File: config.mk
export PLATFORM = sky130hd
export DESIGN_NAME = rsx_exec
export DESIGN_NICKNAME = d
export VERILOG_FILES = /design/src/hdl/rsx_pkg.sv /design/src/hdl/rsx_addr_if.sv /design/src/hdl/rsx_exec.sv /design/src/hdl/rsx_addr_former.sv
export VERILOG_INCLUDE_DIRS = /design/src /design/src/hdl
export SDC_FILE = /design/constraint.sdc
export NUM_CORES = 1
export LEC_CHECK = 0
export BUFFER_PORTS_ARGS = -buffer_cell sky130_fd_sc_hd__clkbuf_2
export CORE_MARGIN = 5
export CORE_UTILIZATION = 30
export CTS_BUF_LIST = sky130_fd_sc_hd__clkbuf_16
export DETAILED_ROUTE_END_ITERATION = 12
export PLACE_DENSITY = 0.46
export SYNTH_ARGS = -nofsm -noshare
export SYNTH_HDL_FRONTEND = slang
export SYNTH_SLANG_ARGS = --single-unit
File: constraint.sdc
create_clock -name core_clk_in -period 3.7 [get_ports core_clk_in]
set_input_delay 0.185 -clock core_clk_in [delete_from_list [all_inputs] [get_ports core_clk_in]]
set_output_delay 0.185 -clock core_clk_in [all_outputs]
set_load 0.01 [all_outputs]
File: src/hdl/rsx_defines.svh
// constants for the rotate/set/sleep/subtract execute block
// Summary of operation
// - rotate right: bit 0 wraps to bit 7
// - rotate right updates only negative and zero
// - dest bit 0 to accumulator, 1 to file
// - bank bit 0 selects access bank
// - bank bit 1 uses bank select register
// - extended mode, f<=95: indexed literal offset
// - set file writes all ones, flags untouched
// - fixed sleep pattern halts in phase one
// - sleep clears power-down status bit
// - sleep sets timeout status bit
// - sleep clears watchdog counter and postscaler
// - watchdog wake-up clears timeout status bit
// - subtract: acc minus file minus inverted carry
// - subtract updates all five arithmetic flags
// - subtract result goes to selected destination
`ifndef RSX_DEFINES_SVH
`define RSX_DEFINES_SVH
`define RSX_OP6_RRNC      6'h10
`define RSX_OP6_SUBB      6'h15
`define RSX_OP7_SET1      7'h34
`define RSX_SLEEP_WORD    16'h0003
`define RSX_ILO_LIMIT     8'h5F
`define RSX_ACCESS_SPLIT  8'h60
`define RSX_HIGH_BANK     4'hF
`define RSX_ALL_ONES      8'hFF
`define RSX_ZERO8         8'h00
`define RSX_BIT_D         9
`define RSX_BIT_A         8
`define RSX_FLAG_C        0
`define RSX_FLAG_DIG      1
`define RSX_FLAG_Z        2
`define RSX_FLAG_OVF      3
`define RSX_FLAG_N        4
`endif

File: src/hdl/rsx_pkg.sv
// types for the rotate/set/sleep/subtract execute block
package rsx_pkg;
    typedef enum logic [3:0] {
        RSX_Q1 = 4'b0001,
        RSX_Q2 = 4'b0010,
        RSX_Q3 = 4'b0100,
        RSX_Q4 = 4'b1000
    } rsx_phase_e;
    typedef logic [11:0] rsx_addr_t;
endpackage

File: src/hdl/rsx_addr_if.sv
// address request carrier between execute core and address former
`timescale 1ns/1ps
interface rsx_addr_if;
    logic              bank_sel;
    logic              ext_mode;
    logic [7:0]        file_lit;
    logic [3:0]        bank_reg;
    logic [11:0]       index_base;
    rsx_pkg::rsx_addr_t addr;
    modport core (output bank_sel, ext_mode, file_lit, bank_reg, index_base, input addr);
    modport former (input bank_sel, ext_mode, file_lit, bank_reg, index_base, output addr);
endinterface

File: src/hdl/rsx_exec.sv
// execute core for rotate-right, set-file, sleep and subtract-with-borrow
//
// Implementation choices: strobed register access and the register addresses.
`timescale 1ns/1ps
`include "rsx_defines.svh"
module rsx_exec (
    // clock and reset
    input  wire logic              core_clk_in,
    input  wire logic              rst_in,
    // instruction and mode
    input  wire logic              instr_valid_in,
    input  wire logic [15:0]       instr_in,
    input  wire logic              ext_mode_in,
    input  wire logic [3:0]        bank_select_reg_in,
    input  wire logic [11:0]       index_base_in,
    input  wire logic              watchdog_wake_in,
    // data memory
    output logic [11:0]            mem_addr_out,
    input  wire logic [7:0]        mem_rdata_in,
    output logic                   mem_we_out,
    output logic [7:0]             mem_wdata_out,
    // core state
    output logic [7:0]             acc_out,
    output logic [4:0]             status_out,
    output logic                   timeout_status_bit_out,
    output logic                   power_down_status_bit_out,
    output logic                   watchdog_clear_out,
    output logic                   sleeping_out,
    output rsx_pkg::rsx_phase_e    phase_out,
    output logic                   busy_out
);
    import rsx_pkg::*;

    // ----------------------------------------
    // state
    // ----------------------------------------
    rsx_phase_e  phase_r, phase_nxt;
    logic        busy_r, busy_nxt;
    logic [15:0] ir_r, ir_nxt;
    logic [11:0] addr_r, addr_nxt;
    logic [7:0]  opnd_r, opnd_nxt;
    logic [7:0]  res_r, res_nxt;
    logic [4:0]  flg_r, flg_nxt;
    logic [7:0]  acc_r, acc_nxt;
    logic        to_r, to_nxt;
    logic        pwrdn_r, pwrdn_nxt;
    logic        sleep_r, sleep_nxt;
    logic        wdclr_r, wdclr_nxt;
    logic        we_r, we_nxt;
    logic [7:0]  wd_r, wd_nxt;

    logic        is_rrnc, is_setall, is_subb, is_sleep;
    logic [8:0]  diff;
    logic [4:0]  ldiff;
    logic [7:0]  rot;
    logic [4:0]  flg_new;

    rsx_addr_if ai ();
    rsx_addr_former rsx_addr_former_inst (
        .ai (ai)
    );

    assign ai.bank_sel   = ir_r[`RSX_BIT_A];
    assign ai.ext_mode   = ext_mode_in;
    assign ai.file_lit   = ir_r[7:0];
    assign ai.bank_reg   = bank_select_reg_in;
    assign ai.index_base = index_base_in;

    // ----------------------------------------
    // decode
    // ----------------------------------------
    assign is_rrnc  = (ir_r[15:10] == `RSX_OP6_RRNC);
    assign is_subb  = (ir_r[15:10] == `RSX_OP6_SUBB);
    assign is_setall = (ir_r[15:9] == `RSX_OP7_SET1);
    assign is_sleep = (ir_r == `RSX_SLEEP_WORD);

    // ----------------------------------------
    // datapath
    // ----------------------------------------
    // low carry into subtract is the inverted carry, i.e. borrow
    assign diff  = {1'b0, acc_r} - {1'b0, opnd_r}
                   - {8'h00, ~flg_r[`RSX_FLAG_C]};
    assign ldiff = {1'b0, acc_r[3:0]} - {1'b0, opnd_r[3:0]}
                   - {4'h0, ~flg_r[`RSX_FLAG_C]};
    assign rot   = {opnd_r[0], opnd_r[7:1]};

    always_comb begin
        flg_new = flg_r;
        if (is_rrnc) begin
            flg_new[`RSX_FLAG_N] = rot[7];
            flg_new[`RSX_FLAG_Z] = (rot == `RSX_ZERO8);
        end else if (is_subb) begin
            flg_new[`RSX_FLAG_N]  = diff[7];
            flg_new[`RSX_FLAG_Z]  = (diff[7:0] == `RSX_ZERO8);
            flg_new[`RSX_FLAG_C]  = ~diff[8];
            flg_new[`RSX_FLAG_DIG] = ~ldiff[4];
            flg_new[`RSX_FLAG_OVF] = (acc_r[7] ^ opnd_r[7])
                                    & (acc_r[7] ^ diff[7]);
        end
    end

    // ----------------------------------------
    // phase sequencer
    // ----------------------------------------
    always_comb begin
        phase_nxt = phase_r;
        busy_nxt  = busy_r;
        ir_nxt    = ir_r;
        addr_nxt  = addr_r;
        opnd_nxt  = opnd_r;
        res_nxt   = res_r;
        flg_nxt   = flg_r;
        acc_nxt   = acc_r;
        to_nxt    = to_r;
        pwrdn_nxt = pwrdn_r;
        sleep_nxt = sleep_r;
        wdclr_nxt = 1'b0;
        we_nxt    = 1'b0;
        wd_nxt    = wd_r;
        if (sleep_r) begin
            // only a watchdog wake leaves sleep here; other wake sources are outside
            if (watchdog_wake_in) begin
                sleep_nxt = 1'b0;
                to_nxt    = 1'b0;
            end
        end else begin
            case (phase_r)
                RSX_Q1: begin
                    if (instr_valid_in) begin
                        ir_nxt    = instr_in;
                        busy_nxt  = 1'b1;
                        phase_nxt = RSX_Q2;
                    end
                end
                RSX_Q2: begin
                    addr_nxt  = ai.addr;
                    opnd_nxt  = mem_rdata_in;
                    phase_nxt = RSX_Q3;
                end
                RSX_Q3: begin
                    if (is_rrnc) begin
                        res_nxt = rot;
                    end else if (is_subb) begin
                        res_nxt = diff[7:0];
                    end else begin
                        res_nxt = `RSX_ALL_ONES;
                    end
                    flg_nxt   = flg_new;
                    phase_nxt = RSX_Q4;
                end
                RSX_Q4: begin
                    if (is_setall) begin
                        we_nxt = 1'b1;
                        wd_nxt = res_r;
                    end else if (is_rrnc || is_subb) begin
                        if (ir_r[`RSX_BIT_D]) begin
                            we_nxt = 1'b1;
                            wd_nxt = res_r;
                        end else begin
                            acc_nxt = res_r;
                        end
                    end else if (is_sleep) begin
                        pwrdn_nxt = 1'b0;
                        to_nxt    = 1'b1;
                        wdclr_nxt = 1'b1;
                        sleep_nxt = 1'b1;
                    end
                    busy_nxt  = 1'b0;
                    phase_nxt = RSX_Q1;
                end
                default: begin
                    phase_nxt = RSX_Q1;
                end
            endcase
        end
    end

    always_ff @(posedge core_clk_in) begin
        if (rst_in) begin
            phase_r <= RSX_Q1;
            busy_r  <= 1'b0;
            ir_r    <= 16'h0000;
            addr_r  <= 12'h000;
            opnd_r  <= 8'h00;
            res_r   <= 8'h00;
            flg_r   <= 5'h00;
            acc_r   <= 8'h00;
            to_r    <= 1'b1;
            pwrdn_r <= 1'b1;
            sleep_r <= 1'b0;
            wdclr_r <= 1'b0;
            we_r    <= 1'b0;
            wd_r    <= 8'h00;
        end else begin
            phase_r <= phase_nxt;
            busy_r  <= busy_nxt;
            ir_r    <= ir_nxt;
            addr_r  <= addr_nxt;
            opnd_r  <= opnd_nxt;
            res_r   <= res_nxt;
            flg_r   <= flg_nxt;
            acc_r   <= acc_nxt;
            to_r    <= to_nxt;
            pwrdn_r <= pwrdn_nxt;
            sleep_r <= sleep_nxt;
            wdclr_r <= wdclr_nxt;
            we_r    <= we_nxt;
            wd_r    <= wd_nxt;
        end
    end

    // ----------------------------------------
    // outputs
    // ----------------------------------------
    // address is combinational in phase two so the read returns in time
    assign mem_addr_out              = (phase_r == RSX_Q2) ? ai.addr : addr_r;
    assign mem_we_out                = we_r;
    assign mem_wdata_out             = wd_r;
    assign acc_out                   = acc_r;
    assign status_out                = flg_r;
    assign timeout_status_bit_out    = to_r;
    assign power_down_status_bit_out = pwrdn_r;
    assign watchdog_clear_out        = wdclr_r;
    assign sleeping_out              = sleep_r;
    assign phase_out                 = phase_r;
    assign busy_out                  = busy_r;
endmodule

File: src/hdl/rsx_addr_former.sv
// data memory address former: access bank, banked, indexed literal offset
`timescale 1ns/1ps
`include "rsx_defines.svh"
module rsx_addr_former (
    rsx_addr_if.former ai
);
    import rsx_pkg::*;
    always_comb begin
        if (ai.bank_sel) begin
            ai.addr = {ai.bank_reg, ai.file_lit};
        end else if (ai.ext_mode && (ai.file_lit <= `RSX_ILO_LIMIT)) begin
            ai.addr = ai.index_base + {4'h0, ai.file_lit};
        end else if (ai.file_lit < `RSX_ACCESS_SPLIT) begin
            ai.addr = {4'h0, ai.file_lit};
        end else begin
            ai.addr = {`RSX_HIGH_BANK, ai.file_lit};
        end
    end
endmodule

==> results.json, run 1 <==
{
  "setup_ws_ns": 0.970,
  "slew_headroom_pct": 35.9,
  "gp_congestion": 0.892,
  "htree_levels": 3,
  "yosysUniqueCellTypes": 59,
  "drv_slew": 0,
  "async_reset_ff_share_pct": 0,
  "worstPathMaxFanout": 6,
  "drv_cap": 0,
  "viasPerCell": 4.98,
  "finalSetupViolations": 0,
  "cts_buffers": 9,
  "fp-row-count": 43,
  "avgRoutedWirePerCell_um": 16.1,
  "clkSinkCount": 75,
  "fin_area_mm2": 0.00509,
  "cp_cell_sequence": "ha_1, a21oi_1, nor2_2, o311a_4, a31o_1, o311a_1, o31ai_1, clkbuf_2",
  "crit_arrival_ns": 2.54,
  "fin_tns_setup_ns": 0,
  "clock_skew_ns": 0.00974,
  "io-pin-count": 88,
  "ys_seq_elements": 75,
  "die_h_um": 128,
  "vias": 3798,
  "overflow": 0,
  "worst_pin_slew_ns": 0.962,
  "num-fill-cells": 1492,
  "layout_common_cells": "87 x clkbuf_2, 75 x dfxtp_1, 63 x nand2_1",
  "final_core_util_pct": 37.0,
  "cts_resized": 0,
  "ys_top_cells_by_area": "dfxtp_1 36%, mux2i_1 9.8%, ha_1 6.6%",
  "cts_setup_buffers": 0,
  "clk_path_buf_depth": 2,
  "power_density_mw_per_mm2": 412,
  "synth.avg_cell_area_um2": 8.37,
  "status": "finished, final reports clean",
  "switchingPower_mw": 0.510,
  "yosysSeqAreaShare_pct": 35.9,
  "max_freq_mhz": 366,
  "crit_path_start_kind": "flip-flop",
  "fin_crit_sh_pct": 73.8,
  "drt_iter0_markers": 137,
  "area_delta_synth_final_pct": 21.7,
  "path_class": "reg2out",
  "hold_buffers": 0,
  "post-place-cells": 747,
  "place_ws_ns": 1.08,
  "post-route-min-period_ns": 2.73,
  "layout_commonest_cell": "clkbuf_2",
  "hpwl_um": 9350,
  "place_area_mm2": 0.00476,
  "worstHoldPathType": "in2reg",
  "worstPathRequired_ns": 3.51,
  "power_frac_comb_pct": 12.3,
  "drt_pass1_iterations": 4,
  "coreArea_mm2": 0.0138,
  "initial_utilization_pct": 30.4,
  "portBuffers": 87,
  "switching_share_pct": 24.3,
  "p_total_mw": 2.10,
  "routed_wl_um": 12300,
  "first_global_vias": 3747,
  "cts_tree": "yes",
  "drtAntennaViolNets": 0,
  "worst_path_max_delay_cell": "dfxtp_1",
  "syn-instance-count": 500,
  "yosysTopAreaCell": "dfxtp_1",
  "antenna_found_initial": 0,
  "stdcell_count": 762,
  "hold_ws_ns": 0.0811,
  "synth_ff_type": "dfxtp_1",
  "drc": 0,
  "grt_use_total_pct": 15.1,
  "die_w_um": 128,
  "clock_latency_ns": 0.33,
  "syn-num-nets": 570,
  "layout-drive-gt1-share_pct": 19.4,
  "fin_nets": 648,
  "root_buffer": "clkbuf_16",
  "ir_drop_v": 0.000177,
  "n_antenna_cell": 0,
  "grt_pass1_wl_um": 19800,
  "grt_setup_unrepaired": "false",
  "p_leak_nw": 2.22,
  "synth_area_mm2": 0.00418,
  "finalHoldViolCount": 0,
  "die_area_mm2": 0.0164,
  "critPathCaptureType": "primary output",
  "seq_power_share_pct": 40.9,
  "path_clk_slew_ns": 0.06,
  "cpPeakStageDelay_ns": 0.44,
  "grt_max_degree": 51,
  "synth_edf_count": 0,
  "p_int_mw": 1.59,
  "clkPwrFrac_pct": 46.8,
  "ys_warn_count": 0,
  "yosysTopAreaCellShare_pct": 35.9
}
[logic make-up (layout without fill, tap and decap cells)]
group,count (synthesis),count (layout),share of synthesized area [%]
muxes,42,42,10.1
xor gates and xnor gates,14,14,2.93
adders and majority gates,25,25,8.02
AOI/OAI and AO/OA,101,101,15.8
buffers and inverters,51,133,4.97
DFF,75,75,35.9
and+or+nand+nor,192,192,22.3
[worst max-delay path: cells and delay by family, from the launching register on]
family | cells | cell delay [ns]
AO/OA/AOI/OAI | 5 | 1.21
adder cells (fa/ha/maj) | 1 | 0.28
buffers and inverters | 1 | 0.19
flip-flops | 1 | 0.44
AND/OR/NAND/NOR | 1 | 0.09
[synth_stat cells (3+ instances only)]
cell type and count:
xnor2_1 10, o31ai_1 3, or3_1 4, a21oi_1 28
dfxtp_1 75, o22ai_1 5, nor3_1 10, inv_1 29
buf_1 3, o21ai_0 25, nor2_1 61, mux2i_1 41
a211oi_1 13, nor4_1 7, nand2_1 63, xor2_1 4
a21o_1 3, a31oi_1 5, buf_2 4, ha_1 22
nand2b_1 4, and2_1 4, nand3b_1 4, clkbuf_1 13
nand4_1 7, fa_1 3, nand3_1 10
[registers in the layout, indices dropped and copies added (netlist names)]
name                       count
acc_out                        8
addr_r                        12
busy_out                       1
ir_r                          16
mem_wdata_out                  8
mem_we_out                     1
opnd_r                         8
phase_out                      4
power_down_status_bit_out      1
res_r                          8
sleeping_out                   1
status_out                     5
timeout_status_bit_out         1
watchdog_clear_out             1
[per-layer routing]
metal / wire (µm) / GRT usage [%] / vias up
li1: - / - / 1919
met5: 0 / 0 / -
met2: 5390 / 22.9 / 82
met1: 6220 / 21.4 / 1781
met3: 453 / 3.13 / 16
met4: 204 / 4.62 / 0
[cell type report]
class	count	area, µm²	share of cell area [%]
clock buffers	9	225	4.42
clock inverters	6	106	2.09
inverters	29	109	2.14
multi-input cells	374	2470	48.6
flip-flops and latches	75	1500	29.5
well taps	180	225	4.42
repair buffers	89	450	8.85
[path summary, 6_finish.rpt]
path,depth (start not counted),slack (ns),start,to
worst max register to register,10,1.09,acc_out[0],status_out[4]
worst min register to register,2,0.45,status_out[1],status_out[1]
worst max-delay path,8,0.97,ir_r[1],mem_addr_out[9]
worst min-delay path,3,0.08,instr_in[12],ir_r[12]
[power groups by stage]
| stage | clock, mW | sequential [mW] | combinational (mW) |
|---|---|---|---|
| floorplan | 0 | 0.866 | 0.185 |
| global placement | 0 | 0.874 | 0.257 |
| detailed placement | 0 | 0.875 | 0.260 |
| CTS | 1.01 | 0.857 | 0.261 |
| global route | 1.04 | 0.861 | 0.290 |
| finish | 0.983 | 0.858 | 0.259 |
No activity file was read; power rests on OpenSTA's default activity.
==> run 2: changes to the inputs <==
- ABC_AREA: not set -> 1
- clock period: 3.7 -> 2.53 ns (I/O delays scaled with it)
==> results.json, run 2 <==
{
  "status": "finished, final reports clean",
  "first_global_vias": 4149,
  "place_ws_ns": 0.340,
  "p_leak_nw": 2.47,
  "drv_cap": 0,
  "synth.avg_cell_area_um2": 7.30,
  "fin_tns_setup_ns": 0,
  "synth_xor_area_share_pct": 1.61,
  "rr_worst_depth": 10,
  "syn-instance-count": 598,
  "fin_nets": 756,
  "multi_input_area_mm2": 0.00239,
  "grt_use_total_pct": 16.1,
  "stdcell_count": 875,
  "layout_common_cells": "102 x nand2_1, 87 x inv_1, 87 x clkbuf_2",
  "r2r_end": "status_out[2]",
  "drt_pass1_iterations": 4,
  "routed_wl_um": 13100,
  "die_area_mm2": 0.0171,
  "regArea_mm2": 0.00150,
  "synth_compound_area_share_pct": 20.6,
  "cts_tree": "yes",
  "ys_warn_count": 0,
  "clk_path_buf_depth": 2,
  "avgRoutedWirePerCell_um": 15.0,
  "io-pin-count": 88,
  "finalHoldViolCount": 0,
  "power_density_mw_per_mm2": 855,
  "clock_skew_ns": 0.00864,
  "vias": 4204,
  "largest_reg_flops": 16,
  "synthAdderAreaFrac_pct": 7.68,
  "worst_pin_slew_ns": 0.476,
  "holdPathStages": 3,
  "ys_top_cells_by_area": "dfxtp_1 34%, nand2_1 8.8%, inv_1 7.1%",
  "grt_pass1_wl_um": 21100,
  "grt_max_degree": 35,
  "yosysSeqAreaShare_pct": 34.4,
  "fin_crit_sh_pct": 94.2,
  "yosysUniqueCellTypes": 45,
  "die_h_um": 131,
  "post-route-min-period_ns": 2.38,
  "portBuffers": 87,
  "root_buffer": "clkbuf_16",
  "viasPerCell": 4.80,
  "rrSetupSlack_ns": 0.29,
  "area_delta_synth_final_pct": 20.3,
  "cts_buffers": 9,
  "rr_startpoint": "opnd_r[0]",
  "grt_setup_unrepaired": "false",
  "antenna_found_initial": 0,
  "synth_mux_area_share_pct": 0,
  "htree_levels": 3,
  "overflow": 0,
  "yosysTopAreaCellShare_pct": 34.4,
  "slew_headroom_pct": 68.0,
  "die_w_um": 131,
  "reg_top3": "ir_r (16), addr_r (12)",
  "final_core_util_pct": 36.4,
  "synth_top_family_by_area": "simple AND/OR/NAND/NOR gates",
  "layout_commonest_cell": "nand2_1",
  "layout-drive-gt1-share_pct": 21.7,
  "n_antenna_cell": 0,
  "fp-row-count": 44,
  "synth_ff_type": "dfxtp_1",
  "holdCritStartpoint": "mem_rdata_in[6]",
  "worstHoldPathType": "in2reg",
  "synth_edf_count": 0,
  "path_clk_slew_ns": 0.05,
  "syn-num-nets": 668,
  "yosysTopAreaCell": "dfxtp_1",
  "hold_buffers": 0,
  "async_reset_ff_share_pct": 0,
  "setup_ws_ns": 0.146,
  "hpwl_um": 10500,
  "synth_area_mm2": 0.00437,
  "drv_slew": 0,
  "crit_path_start_kind": "flip-flop",
  "ir_drop_v": 0.000282,
  "critPathCaptureType": "primary output",
  "clkSinkCount": 75,
  "worstPathMaxFanout": 3,
  "ys_seq_elements": 75,
  "clock_latency_ns": 0.34,
  "initial_utilization_pct": 30.3,
  "crit_arrival_ns": 2.26,
  "drt_iter0_markers": 197,
  "yosysMostFrequentCell": "nand2_1",
  "num-fill-cells": 1598,
  "drc": 0,
  "hold_end": "opnd_r[6]",
  "coreArea_mm2": 0.0144,
  "regMostFlops": "ir_r",
  "worstPathRequired_ns": 2.40,
  "synthSimpleGateAreaFrac_pct": 24.9,
  "post-place-cells": 859,
  "synth_common_cells": "102 x nand2_1, 83 x inv_1, 75 x dfxtp_1",
  "gp_congestion": 0.882,
  "max_freq_mhz": 419,
  "path_class": "reg2out",
  "drtAntennaViolNets": 0,
  "finalSetupViolations": 0
}
[run 2: changes by cell type after synthesis, moves of 6 or more]
| cell | delta |
|---|---|
| a21oi_1 | +21 |
| a21oi_2 | +15 |
| a22o_1 | +6 |
| inv_1 | +54 |
| mux2i_1 | -41 |
| nand2_1 | +39 |
| nand3_1 | +36 |
| nor2_1 | -10 |
| nor2_4 | +6 |
| nor3_1 | -6 |
| o21ai_0 | +8 |
| o21ai_1 | +11 |
| xnor2_1 | -7 |
[run 2: timing repair]
| action | 4_1_cts | 5_1_grt |
|---|---|---|
| setup buffers | 0 | 0 |
| gates resized for setup | 0 | 2 |
| setup endpoints to repair | 0 | 3 |
| hold endpoints to repair | 0 | 0 |
[run 2: worst max-delay path by stage]
stage	startpoint	to	slack [ns]	depth (start not counted)
final	ir_r[0]	mem_addr_out[4]	0.15	10
after CTS	ir_r[0]	mem_addr_out[4]	0.11	10
after detailed placement	opnd_r[0]	status_out[2]	0.34	10
after global placement	acc_out[0]	res_r[5]	0.42	11
after floorplan	acc_out[0]	status_out[2]	0.48	11
after global routing	ir_r[2]	mem_addr_out[7]	0.04	10
[run 2: cell type report]
| type | instances | share of cell area (%) |
|---|---|---|
| Multi-Input combinational cell | 414 | 45.6 |
| Sequential cell | 75 | 28.6 |
| Timing Repair Buffer | 98 | 9.86 |
| Inverter | 88 | 6.29 |
| Tap cell | 184 | 4.38 |
| Clock buffer | 9 | 4.29 |
| Clock inverter | 7 | 1.02 |
[run 2: logic make-up (layout without fill, tap and decap cells)]
group / after synthesis / in the layout
DFF: 75 / 75
adders and majority gates: 25 / 25
and+or+nand+nor: 235 / 235
AOI/OAI and AO/OA: 146 / 146
xor gates and xnor gates: 8 / 8
buffers and inverters: 109 / 202
[run 2: through the flow]
step | hold slack [ns] | instance area, µm² | total power [mW]
2_1_floorplan | 0.261 | 4370 | 2.84
3_3_place_gp | 0.357 | 4970 | 3.29
3_5_place_dp | 0.360 | 4970 | 3.30
4_1_cts | 0.0128 | 5250 | 4.54
5_1_grt | 0.0454 | 5250 | 4.84
6_report | 0.0233 | 5250 | 4.49
[run 2: power by group]
part,total (mW),switching [mW],internal (mW)
Clock,1.23,0.482,0.744
Combinational,1.79,1.18,0.612
Sequential,1.48,0.138,1.34
[run 2: layer usage]
metal	GRT usage (%)	wire, µm
met1	21.8	6380
met2	25.6	5950
met5	0	0
met3	3.41	535
met4	5.44	283
[run 2: critical path, stage by stage, from the launching register on]
cell,delay (ns)
dfxtp_1,0.31
ha_1,0.22
fa_2,0.38
nand2_1,0.07
nor2_1,0.05
nor2_1,0.14
xor2_1,0.22
nand2_1,0.07
o211ai_1,0.11
nand2_1,0.17
clkbuf_2,0.16
